===== config.mk =====
export PLATFORM = sky130hd
export DESIGN_NAME = tsiu_top
export DESIGN_NICKNAME = d
export VERILOG_FILES = /design/src/shared/tsiu_pkg.sv /design/src/shared/tsiu_evt_if.sv /design/src/rtl/tsiu_ext_trigger.sv /design/src/rtl/tsiu_top.sv
export SDC_FILE = /design/constraint.sdc
export NUM_CORES = 1
export LEC_CHECK = 0
export BUFFER_PORTS_ARGS = -buffer_cell sky130_fd_sc_hd__buf_2
export CAP_MARGIN = 15
export CORE_ASPECT_RATIO = 0.8
export CORE_MARGIN = 1.5
export CORE_UTILIZATION = 35
export CTS_CLUSTER_SIZE = 24
export DETAILED_ROUTE_END_ITERATION = 16
export GPL_ROUTABILITY_DRIVEN = 0
export PLACE_DENSITY = 0.68
export SKIP_LAST_GASP = 1
export SYNTH_ARGS = -nofsm -noshare
export SYNTH_HDL_FRONTEND = slang
export SYNTH_SLANG_ARGS = --single-unit

===== constraint.sdc =====
create_clock -name hclk -period 2 [get_ports hclk]
set_input_delay 0.1 -clock hclk [delete_from_list [all_inputs] [get_ports hclk]]
set_output_delay 0.1 -clock hclk [all_outputs]
set_load 0.01 [all_outputs]

===== src/shared/tsiu_pkg.sv =====
package tsiu_pkg;
	// register indices; byte address is four times the index
	localparam logic [7:0] IDX_EDGE_SEL = 8'hbf;
	localparam logic [7:0] IDX_IRQ_REQUEST = 8'hc8;
	localparam logic [7:0] IDX_IRQ_ENABLE = 8'hc9;
	localparam logic [7:0] IDX_STACK_PTR = 8'hdf;
	localparam logic [7:0] IDX_EVT_STATUS = 8'he8;
	localparam logic [7:0] IDX_EVT_MASK = 8'he9;
	localparam logic [7:0] IDX_SAVE_BUF = 8'hea;
	// source bit positions, shared by enable and request registers
	localparam int EXT_BIT = 0;
	localparam int TMR_A_BIT = 4;
	localparam int TMR_B_BIT = 5;
	localparam logic [7:0] SRC_MASK = 8'h31;
	localparam int GIE_BIT = 7;
	localparam int SP_LO = 0;
	localparam int SP_HI = 1;
	localparam int EDGE_LO = 3;
	localparam int EDGE_HI = 4;
	// event status bits
	localparam int EVT_TAKE_BIT = 0;
	localparam int EVT_WAKE_BIT = 1;
	localparam int EVT_RETURN_BIT = 2;
	localparam logic [7:0] EVT_MASK_ALL = 8'h07;
	// reset values
	localparam logic [7:0] RST_EDGE_SEL = 8'h10;
	localparam logic [7:0] RST_IRQ_REQUEST = 8'h00;
	localparam logic [7:0] RST_IRQ_ENABLE = 8'h00;
	localparam logic [7:0] RST_STACK_PTR = 8'h03;
	localparam logic [7:0] RST_EVT = 8'h00;
	// edge select codes
	localparam logic [1:0] EDGE_RSVD = 2'h0;
	localparam logic [1:0] EDGE_RISE = 2'h1;
	localparam logic [1:0] EDGE_FALL = 2'h2;
	localparam logic [1:0] EDGE_BOTH = 2'h3;
	// program counter and shared vector
	localparam int PC_W = 12;
	localparam logic [PC_W-1:0] IRQ_VECTOR = 12'h008;
	// flag bits kept out of the save buffer (timeout, power-down)
	localparam logic [7:0] FLAG_SAVE_MASK = 8'h3f;
	typedef enum logic [0:0] {ST_RUN, ST_SLEEP} tsiu_pwr_type;
endpackage : tsiu_pkg


===== src/shared/tsiu_evt_if.sv =====
`timescale 1ns/10ps
interface tsiu_evt_if;
	logic [1:0] edge_sel;
	logic ext_evt;
	modport trig (input edge_sel, output ext_evt);
	modport core (output edge_sel, input ext_evt);
endinterface : tsiu_evt_if


===== src/rtl/tsiu_ext_trigger.sv =====
`timescale 1ns/10ps
module tsiu_ext_trigger
	import tsiu_pkg::*;
(
	input wire logic hclk,
	input wire logic hresetn,
	input wire logic ext_irq_pin,
	tsiu_evt_if.trig evt
);
	logic pin_prev_reg;
	logic pin_prev_next;
	logic evt_reg;
	logic evt_next;

	always_comb begin
		pin_prev_next = ext_irq_pin;
		case (evt.edge_sel)
			EDGE_RISE: evt_next = ext_irq_pin & ~pin_prev_reg;
			EDGE_FALL: evt_next = ~ext_irq_pin & pin_prev_reg;
			EDGE_BOTH: evt_next = ext_irq_pin ^ pin_prev_reg;
			// reserved code never triggers
			default: evt_next = 1'b0;
		endcase
	end

	always_ff @(posedge hclk or negedge hresetn) begin
		if (!hresetn) begin
			pin_prev_reg <= 1'b0;
			evt_reg <= 1'b0;
		end else begin
			pin_prev_reg <= pin_prev_next;
			evt_reg <= evt_next;
		end
	end

	assign evt.ext_evt = evt_reg;
endmodule : tsiu_ext_trigger


===== src/rtl/tsiu_top.sv =====
`timescale 1ns/10ps
module tsiu_top
	import tsiu_pkg::*;
(
	input wire logic hclk,
	input wire logic hresetn,
	input wire logic hsel,
	input wire logic [31:0] haddr,
	input wire logic [1:0] htrans,
	input wire logic hwrite,
	input wire logic [2:0] hsize,
	input wire logic [31:0] hwdata,
	input wire logic hready,
	output logic [31:0] hrdata,
	output logic hreadyout,
	output logic hresp,
	input wire logic timer_a_ovf,
	input wire logic timer_b_ovf,
	input wire logic ext_irq_pin,
	input wire logic cpu_boundary,
	input wire logic return_from_irq,
	input wire logic powerdown_enter,
	input wire logic save_req,
	input wire logic restore_req,
	input wire logic [7:0] accumulator_in,
	input wire logic [7:0] program_flags_in,
	output logic vector_load,
	output logic [PC_W-1:0] vector_pc,
	output logic stack_push,
	output logic wake_pulse,
	output logic powered_down,
	output logic restore_valid,
	output logic [7:0] accumulator_out,
	output logic [7:0] program_flags_out,
	output logic irq
);
	import tsiu_pkg::*;

	tsiu_evt_if evt_bus ();

	logic [7:0] edge_select_reg;
	logic [7:0] edge_select_next;
	logic [7:0] irq_request_reg;
	logic [7:0] irq_request_next;
	logic [7:0] irq_enable_reg;
	logic [7:0] irq_enable_next;
	logic [7:0] stack_ptr_reg;
	logic [7:0] stack_ptr_next;
	logic [7:0] evt_status_reg;
	logic [7:0] evt_status_next;
	logic [7:0] evt_mask_reg;
	logic [7:0] evt_mask_next;

	logic wr_pend_reg;
	logic wr_pend_next;
	logic [7:0] wr_idx_reg;
	logic [7:0] wr_idx_next;
	logic [31:0] hrdata_reg;
	logic [31:0] hrdata_next;

	logic vector_load_reg;
	logic vector_load_next;
	logic wake_reg;
	logic wake_next;
	tsiu_pwr_type pwr_state_reg;
	tsiu_pwr_type pwr_state_next;

	logic [7:0] acc_buf_reg;
	logic [7:0] acc_buf_next;
	logic [7:0] flag_buf_reg;
	logic [7:0] flag_buf_next;
	logic [7:0] acc_out_reg;
	logic [7:0] acc_out_next;
	logic [7:0] flag_out_reg;
	logic [7:0] flag_out_next;
	logic restore_valid_reg;
	logic restore_valid_next;

	logic addr_phase;
	logic [7:0] addr_idx;
	logic [7:0] src_events;
	logic [7:0] wdat;
	logic global_irq_enable;
	logic any_pending;
	logic take;
	logic [7:0] evt_set;
	logic [7:0] rd_mux;

	assign evt_bus.edge_sel = edge_select_reg[EDGE_HI:EDGE_LO];

	tsiu_ext_trigger u_trigger (
		.hclk(hclk),
		.hresetn(hresetn),
		.ext_irq_pin(ext_irq_pin),
		.evt(evt_bus.trig)
	);

	// bus decode
	assign addr_phase = hsel & htrans[1] & hready;
	assign addr_idx = haddr[9:2];
	assign wdat = hwdata[7:0];

	// hardware events of the three sources, at their own bit positions
	always_comb begin
		src_events = 8'h00;
		src_events[EXT_BIT] = evt_bus.ext_evt;
		src_events[TMR_A_BIT] = timer_a_ovf;
		src_events[TMR_B_BIT] = timer_b_ovf;
	end

	assign global_irq_enable = stack_ptr_reg[GIE_BIT];
	// flags set regardless of enable, but only enabled ones vector
	assign any_pending = |(irq_request_reg & irq_enable_reg & SRC_MASK);
	// gie dropping on entry makes several pending requests one entry
	assign take = global_irq_enable & any_pending & cpu_boundary & (pwr_state_reg == ST_RUN);

	// bus slave state
	always_comb begin
		wr_pend_next = addr_phase & hwrite;
		wr_idx_next = addr_phase ? addr_idx : wr_idx_reg;
		hrdata_next = hrdata_reg;
		if (addr_phase && !hwrite) begin
			hrdata_next = {24'h00_0000, rd_mux};
		end
	end

	// read data are sampled at the address phase and held in the data phase
	always_comb begin
		case (addr_idx)
			IDX_EDGE_SEL: rd_mux = edge_select_reg & 8'h18;
			IDX_IRQ_REQUEST: rd_mux = irq_request_reg;
			IDX_IRQ_ENABLE: rd_mux = irq_enable_reg;
			IDX_STACK_PTR: rd_mux = stack_ptr_reg;
			IDX_EVT_STATUS: rd_mux = evt_status_reg;
			IDX_EVT_MASK: rd_mux = evt_mask_reg;
			IDX_SAVE_BUF: rd_mux = acc_buf_reg;
			default: rd_mux = 8'h00;
		endcase
	end

	always_ff @(posedge hclk or negedge hresetn) begin
		if (!hresetn) begin
			wr_pend_reg <= 1'b0;
			wr_idx_reg <= 8'h00;
			hrdata_reg <= 32'h0000_0000;
		end else begin
			wr_pend_reg <= wr_pend_next;
			wr_idx_reg <= wr_idx_next;
			hrdata_reg <= hrdata_next;
		end
	end

	assign hrdata = hrdata_reg;
	assign hreadyout = 1'b1;
	assign hresp = 1'b0;

	// configuration, request and stack registers
	always_comb begin
		edge_select_next = edge_select_reg;
		irq_enable_next = irq_enable_reg;
		irq_request_next = irq_request_reg;
		stack_ptr_next = stack_ptr_reg;
		evt_mask_next = evt_mask_reg;
		if (wr_pend_reg) begin
			case (wr_idx_reg)
				IDX_EDGE_SEL: edge_select_next = wdat & 8'h18;
				IDX_IRQ_ENABLE: irq_enable_next = wdat & SRC_MASK;
				IDX_IRQ_REQUEST: irq_request_next = wdat & SRC_MASK;
				IDX_STACK_PTR: stack_ptr_next = wdat & 8'h83;
				IDX_EVT_MASK: evt_mask_next = wdat & EVT_MASK_ALL;
				default: ;
			endcase
		end
		// a source event in the clearing cycle is kept: set wins
		irq_request_next = irq_request_next | (src_events & SRC_MASK);
		if (take) begin
			stack_ptr_next[GIE_BIT] = 1'b0;
			stack_ptr_next[SP_HI:SP_LO] = stack_ptr_reg[SP_HI:SP_LO] + 2'h1;
		end else if (return_from_irq) begin
			stack_ptr_next[GIE_BIT] = 1'b1;
			stack_ptr_next[SP_HI:SP_LO] = stack_ptr_reg[SP_HI:SP_LO] - 2'h1;
		end
	end

	always_ff @(posedge hclk or negedge hresetn) begin
		if (!hresetn) begin
			edge_select_reg <= RST_EDGE_SEL;
			irq_enable_reg <= RST_IRQ_ENABLE;
			irq_request_reg <= RST_IRQ_REQUEST;
			stack_ptr_reg <= RST_STACK_PTR;
			evt_mask_reg <= RST_EVT;
		end else begin
			edge_select_reg <= edge_select_next;
			irq_enable_reg <= irq_enable_next;
			irq_request_reg <= irq_request_next;
			stack_ptr_reg <= stack_ptr_next;
			evt_mask_reg <= evt_mask_next;
		end
	end

	// vectoring and power-down sequencing
	always_comb begin
		vector_load_next = take;
		wake_next = 1'b0;
		pwr_state_next = pwr_state_reg;
		case (pwr_state_reg)
			ST_RUN: begin
				if (powerdown_enter) begin
					pwr_state_next = ST_SLEEP;
				end
			end
			ST_SLEEP: begin
				// only the pin brings the core back to normal run
				if (evt_bus.ext_evt) begin
					pwr_state_next = ST_RUN;
					wake_next = 1'b1;
				end
			end
			default: pwr_state_next = ST_RUN;
		endcase
	end

	always_ff @(posedge hclk or negedge hresetn) begin
		if (!hresetn) begin
			vector_load_reg <= 1'b0;
			wake_reg <= 1'b0;
			pwr_state_reg <= ST_RUN;
		end else begin
			vector_load_reg <= vector_load_next;
			wake_reg <= wake_next;
			pwr_state_reg <= pwr_state_next;
		end
	end

	assign vector_load = vector_load_reg;
	assign vector_pc = IRQ_VECTOR;
	assign stack_push = vector_load_reg;
	assign wake_pulse = wake_reg;
	assign powered_down = (pwr_state_reg == ST_SLEEP);

	// one-level save buffer; a new save overwrites the old one
	always_comb begin
		acc_buf_next = acc_buf_reg;
		flag_buf_next = flag_buf_reg;
		acc_out_next = acc_out_reg;
		flag_out_next = flag_out_reg;
		restore_valid_next = restore_req;
		if (save_req) begin
			acc_buf_next = accumulator_in;
			flag_buf_next = program_flags_in & FLAG_SAVE_MASK;
		end
		if (restore_req) begin
			acc_out_next = acc_buf_reg;
			flag_out_next = flag_buf_reg;
		end
	end

	always_ff @(posedge hclk or negedge hresetn) begin
		if (!hresetn) begin
			acc_buf_reg <= 8'h00;
			flag_buf_reg <= 8'h00;
			acc_out_reg <= 8'h00;
			flag_out_reg <= 8'h00;
			restore_valid_reg <= 1'b0;
		end else begin
			acc_buf_reg <= acc_buf_next;
			flag_buf_reg <= flag_buf_next;
			acc_out_reg <= acc_out_next;
			flag_out_reg <= flag_out_next;
			restore_valid_reg <= restore_valid_next;
		end
	end

	assign accumulator_out = acc_out_reg;
	assign program_flags_out = flag_out_reg;
	assign restore_valid = restore_valid_reg;

	// event status, write one to clear, set wins over clear
	always_comb begin
		evt_set = 8'h00;
		evt_set[EVT_TAKE_BIT] = take;
		evt_set[EVT_WAKE_BIT] = wake_next;
		evt_set[EVT_RETURN_BIT] = return_from_irq & ~take;
		evt_status_next = evt_status_reg;
		if (wr_pend_reg && (wr_idx_reg == IDX_EVT_STATUS)) begin
			evt_status_next = evt_status_reg & ~wdat;
		end
		evt_status_next = (evt_status_next | evt_set) & EVT_MASK_ALL;
	end

	always_ff @(posedge hclk or negedge hresetn) begin
		if (!hresetn) begin
			evt_status_reg <= RST_EVT;
		end else begin
			evt_status_reg <= evt_status_next;
		end
	end

	assign irq = |(evt_status_reg & evt_mask_reg);
endmodule : tsiu_top


==> results.ini, run 1 <==
[status]
run_status=completed

[routing]
via_count=2330
ant_nets=0
drt-vias-per-instance=4.78
wirelength_um=7070
dr.first_iter.drc_count=73
drc=0
dr.pass1.iters=4
wl_per_cell_um=14.5

[cts]
ctsRootBufferMaster=clkbuf_16
ctsResizeCount=0
cts_setup_buffers=0
cts_sinks=68
cts_tree=yes
cts_buffers=9
path_clk_slew_ns=0.06
clk_latency_ns=0.33
htreeDepth=3
cts_buffer_depth=2

[worst_setup_path]
worstRegToRegCells=5
start_kind=register
crit_chain=a222oi_1 -> or3_1 -> inv_1 -> and3_1 -> a211oi_1
cp-end-kind=register
worstPathRequired_ns=2.24
cp.arrival_ns=1.93
path_class=reg -> reg
cp_max_fo=6
r2r_end=stack_ptr_reg[1]
r2r_slack_ns=0.31
rr_startpoint=irq_request_reg[0]
slowest_delay_ns=0.40
worst_path_max_delay_cell=dfrtp_1

[timing]
setup_viol=0
timing.final.ws_setup_ns=0.312
period_needed_ns=1.69
slew-limit-headroom_pct=52.5
grt_setup_unrepaired=false
slew_violations=0
worstMarginPinSlew_ns=0.713
period_share_pct=84.4
setup_tns_ns=0
finalHoldViolCount=0
max_freq_mhz=592
clock_skew_ns=0.00409

[power]
cellPowerDensity_mw_per_mm2=986
finalPower_mw=4.04
power_leakage_nw=1.94
peakVddDrop_v=0.000565
p_comb_share_pct=11.4
seqPwrFrac_pct=40.4
power_switching_uw=917
intPower_mw=3.12
p_clk_share_pct=48.2
p_sw_share_pct=22.7

[synthesis]
synth_cell_types=43
ys_seq_area_share_pct=51.6
synthArstFlopShare_pct=100
syn_area_mm2=0.00330
synth_edf_count=0
avgSynthCellArea_um2=11.6
yosys_warnings=0
yosys_register_bits=68
syn_inst=285
synth_ff_type=dfrtp_1

[floorplanning]
dieArea_mm2=0.0100
core_mm2=0.00911
initial_core_util_pct=36.3
rows=31
die_h_um=89.9
ios=166
die_x_um=112

[placement]
portBuffers=70
placedCellCount=463
hpwl_um=5480
dp_slack_ns=0.321

[finish]
drive_gt1_share_pct=36.8
final_cells=487
mostFrequentLayoutCells=buf_2, dfrtp_1, mux2_2, conb_1, nand2_1
nets=467
antenna_cells_inserted=0
layout_commonest_cell=buf_2
fillers=842
area_growth_pct=24.0
fin_util_pct=45.0

[global_route]
grt_pass1_vias=2231
antenna_found_initial=0
grt_max_degree=32
grt_pass1_wl_um=11600
overflow=0
grt.total_usage_pct=14.7

[job]
drv_cap=0

[worst_hold_path]
hold_depth=2
min_path_type=in -> reg
min-delay-start=accumulator_in[7]
hold_path_end=acc_buf_reg[7]

==> logic make-up (layout without fill, tap and decap cells) <==
group	after synthesis	after routing	synth area share (%)
buf+inv	59	108	11.4
compound gates	36	36	7.61
flops	68	68	51.6
other cells	2	40	0.227
mux	50	50	16.7
fa+ha+maj	2	2	0.757
simple gates	68	68	11.6
==> layout make-up <==
cell class | instances | area (um^2) | share of cell area, %
Sequential cell | 68 | 1710 | 41.6
Multi-Input combinational cell | 196 | 1360 | 33.3
Timing Repair Buffer | 82 | 473 | 11.5
Clock buffer | 10 | 239 | 5.83
Tap cell | 115 | 144 | 3.51
Clock inverter | 6 | 135 | 3.30
Inverter | 10 | 37.5 | 0.916
==> how the worst max path moves through the flow <==
| stage | end | slack [ns] | from |
|---|---|---|---|
| global placement | stack_ptr_reg[1] | 0.36 | irq_request_reg[0] |
| CTS | stack_ptr_reg[1] | 0.31 | irq_request_reg[0] |
| global route | stack_ptr_reg[1] | 0.19 | irq_request_reg[0] |
| finish | stack_ptr_reg[1] | 0.31 | irq_request_reg[0] |
| floorplan | irq_enable_reg[0] | 0.45 | wr_idx_reg[2] |
| detailed placement | stack_ptr_reg[1] | 0.32 | irq_request_reg[0] |
==> stage by stage <==
stage | instance area (um^2) | hold slack (ns)
CTS | 4100 | 0.00141
detailed placement | 3640 | 0.203
global route | 4100 | 0.00464
floorplan | 3450 | -0.196
global placement | 3640 | 0.191
finish | 4100 | 0.00834
==> synth_stat cells (all sizes together) (3+ instances only) <==
| master | instances | area [um^2] |
|---|---|---|
| mux2 | 42 | 473 |
| a211o | 3 | 26.3 |
| nand3 | 4 | 20.0 |
| nor2 | 14 | 52.6 |
| o21ai | 7 | 35.0 |
| nor3 | 3 | 15.0 |
| buf | 43 | 318 |
| nand4 | 5 | 31.3 |
| dfstp | 3 | 78.8 |
| a22oi | 3 | 22.5 |
| a21oi | 6 | 30.0 |
| mux2i | 8 | 80.1 |
| nand3b | 5 | 37.5 |
| dfrtp | 65 | 1630 |
| nand2 | 17 | 63.8 |
| clkbuf | 6 | 22.5 |
| or3 | 3 | 23.8 |
| nor2b | 4 | 25.0 |
| inv | 10 | 37.5 |
==> routing by layer <==
| layer | part of all wire (%) | global-route usage [%] |
|---|---|---|
| met1 | 48 | 20.6 |
| met2 | 45 | 22.1 |
| met3 | 5.9 | 4.72 |
| met4 | 0.78 | 3.90 |
| met5 | 0 | 0 |
==> power groups by stage <==
stage / Sequential [mW] / Combinational [mW] / Clock (mW)
finish: 1.63 / 0.460 / 1.95
floorplan: 1.65 / 0.298 / 0
global route: 1.65 / 0.509 / 2.05
CTS: 1.63 / 0.467 / 1.98
global placement: 1.65 / 0.442 / 0
detailed placement: 1.65 / 0.454 / 0
==> worst max-delay path: cells and delay by family, from the launching register on <==
family                 cells  cell delay [ns]
AO/OA/AOI/OAI              2             0.56
buffers and inverters      1             0.14
flip-flops                 1             0.40
AND/OR/NAND/NOR            2             0.49
==> timing repair <==
item                       in CTS  in global routing
hold buffers                    8                  0
hold endpoints to repair       32                  0
setup endpoints to repair       0                  0
Note: power is estimated with default switching activity, not from simulation.
==> run 2: changes to the inputs <==
==> constraint.sdc (replaced) <==
create_clock -name hclk -period 1.6 [get_ports hclk]
set_input_delay 0.08 -clock hclk [delete_from_list [all_inputs] [get_ports hclk]]
set_output_delay 0.08 -clock hclk [all_outputs]
set_load 0.01 [all_outputs]
==> results.ini, run 2 (synthesis results as in run 1) <==
[status]
run_status=complete, but fails checks
violations=negative setup slack

[routing]
dr.first_iter.drc_count=120
wirelength_um=7530
dr.pass1.iters=4
drt-vias-per-instance=4.82
ant_nets=0
drc=0
wl_per_cell_um=14.9
via_count=2446

[cts]
cts_tree=yes
cts_sinks=68
clk_latency_ns=0.32
cts_buffers=9
ctsRootBufferMaster=clkbuf_16
path_clk_slew_ns=0.05
htreeDepth=3
cts_buffer_depth=2

[finish]
layout_commonest_cell=buf_2
mostFrequentLayoutCells=buf_2, dfrtp_1, mux2_2, conb_1, dlygate4sd3_1
drive_gt1_share_pct=38.5
fillers=848
antenna_cells_inserted=0
nets=488
area_growth_pct=27.6

[power]
cellPowerDensity_mw_per_mm2=1060
power_leakage_nw=2.00
finalPower_mw=4.45
peakVddDrop_v=0.000587

[floorplanning]
dieArea_mm2=0.0100
die_h_um=89.9
die_x_um=112
ios=166
core_mm2=0.00911
rows=31
initial_core_util_pct=36.3

[worst_setup_path]
critPathTopFamily=simple AND/OR/NAND/NOR gates
crit_buf_inv=0
slowest_delay_ns=0.42
worstPathRequired_ns=1.81
worst_path_max_delay_cell=or3_4
cp.arrival_ns=1.82
path_class=reg -> reg
cp_max_fo=3
start_kind=register
cp-end-kind=register
crit_chain=or3_4 -> nor2_2 -> and3b_2 -> mux2_2

[job]
drv_cap=0

[timing]
slew_violations=0
setup_viol=4
clock_skew_ns=0.00336
period_share_pct=101
timing.final.ws_setup_ns=-0.0174
setup_tns_ns=-0.0589
grt_setup_unrepaired=true
max_freq_mhz=618
finalHoldViolCount=0
period_needed_ns=1.62

[global_route]
grt_pass1_wl_um=12100
antenna_found_initial=0
grt_max_degree=69
grt.total_usage_pct=15.4
grt_pass1_vias=2341
overflow=0

[placement]
portBuffers=70
hpwl_um=5500
dp_slack_ns=-0.0451

[worst_hold_path]
min_path_type=in -> reg

[run 2: changes by cell type in the layout (fill, tap and decap cells not counted), sizes merged]
| cell | previous run | this run |
|---|---|---|
| dlygate4sd3 | 8 | 20 |
| buf | 74 | 83 |
| bufinv | 4 | 0 |
| clkbuf | 10 | 13 |
| clkinv | 0 | 2 |
| clkinvlp | 2 | 0 |
[run 2: path summary, 6_finish.rpt]
kind | start | endpoint | slack [ns] | cells after the start
setup / recovery | wr_idx_reg[4] | irq_enable_reg[4] | -0.02 | 4
hold / removal | hwdata[4] | irq_request_reg[4] | 0.01 | 2
setup reg to reg | wr_idx_reg[4] | irq_enable_reg[4] | -0.02 | 4
hold reg to reg | hrdata[6] | hrdata[6] | 0.47 | 2
max in group asynchronous | hresetn | stack_ptr_reg[1] | 0.96 | 3
min in group asynchronous | hresetn | irq_request_reg[4] | 0.31 | 3
[run 2: metal layers]
metal	wire [um]	vias up	global-route usage (%)	part of all wire (%)
li1	-	1135	-	-
met1	3460	1177	20.8	46
met2	3290	116	22.0	44
met3	555	18	5.60	7.4
met4	223	0	6.75	3.0
met5	0	-	0	0
[run 2: worst reg2reg max path, cell delays in order, from the launching register on]
cell,delay [ns]
dfrtp_1,0.41
or3_4,0.42
nor2_2,0.11
and3b_2,0.23
mux2_2,0.33
[run 2: layout make-up]
class,count,area (um^2),area share [%]
timing repair buffer,103,661,15.7
tap,115,144,3.41
clock inverter,2,10.0,0.237
sequential,68,1710,40.5
clock buffer,13,260,6.17
multi-input combinational,196,1400,33.2
inverter,10,37.5,0.890
[run 2: stage by stage]
| stage | area (um^2) | std cells | hold slack, ns | utilization [%] |
|---|---|---|---|---|
| floorplan | 3450 | 323 | -0.216 | - |
| finish | 4220 | 507 | 0.00951 | 46.3 |
| global placement | 3690 | 469 | 0.128 | 40.5 |
| global route | 4220 | 507 | 0.0124 | 46.3 |
| CTS | 4170 | 504 | 0.00202 | 45.7 |
| detailed placement | 3690 | 469 | 0.133 | 40.5 |
[run 2: where the power goes]
group	switching (mW)	leakage (nW)	internal (mW)
combinational	0.332	1.05	0.321
sequential	0.127	0.815	1.91
clock	0.650	0.135	1.12
total	1.11	2.00	3.34
[run 2: timing repair]
action / in CTS / in global routing
pin swaps: 1 / 1
gates resized for setup: 3 / 5
hold buffers: 20 / 0
setup endpoints to repair: 4 / 14
setup buffers: 0 / 3
gates cloned: 0 / 0
endpoints found under the hold margin: 83 / 0
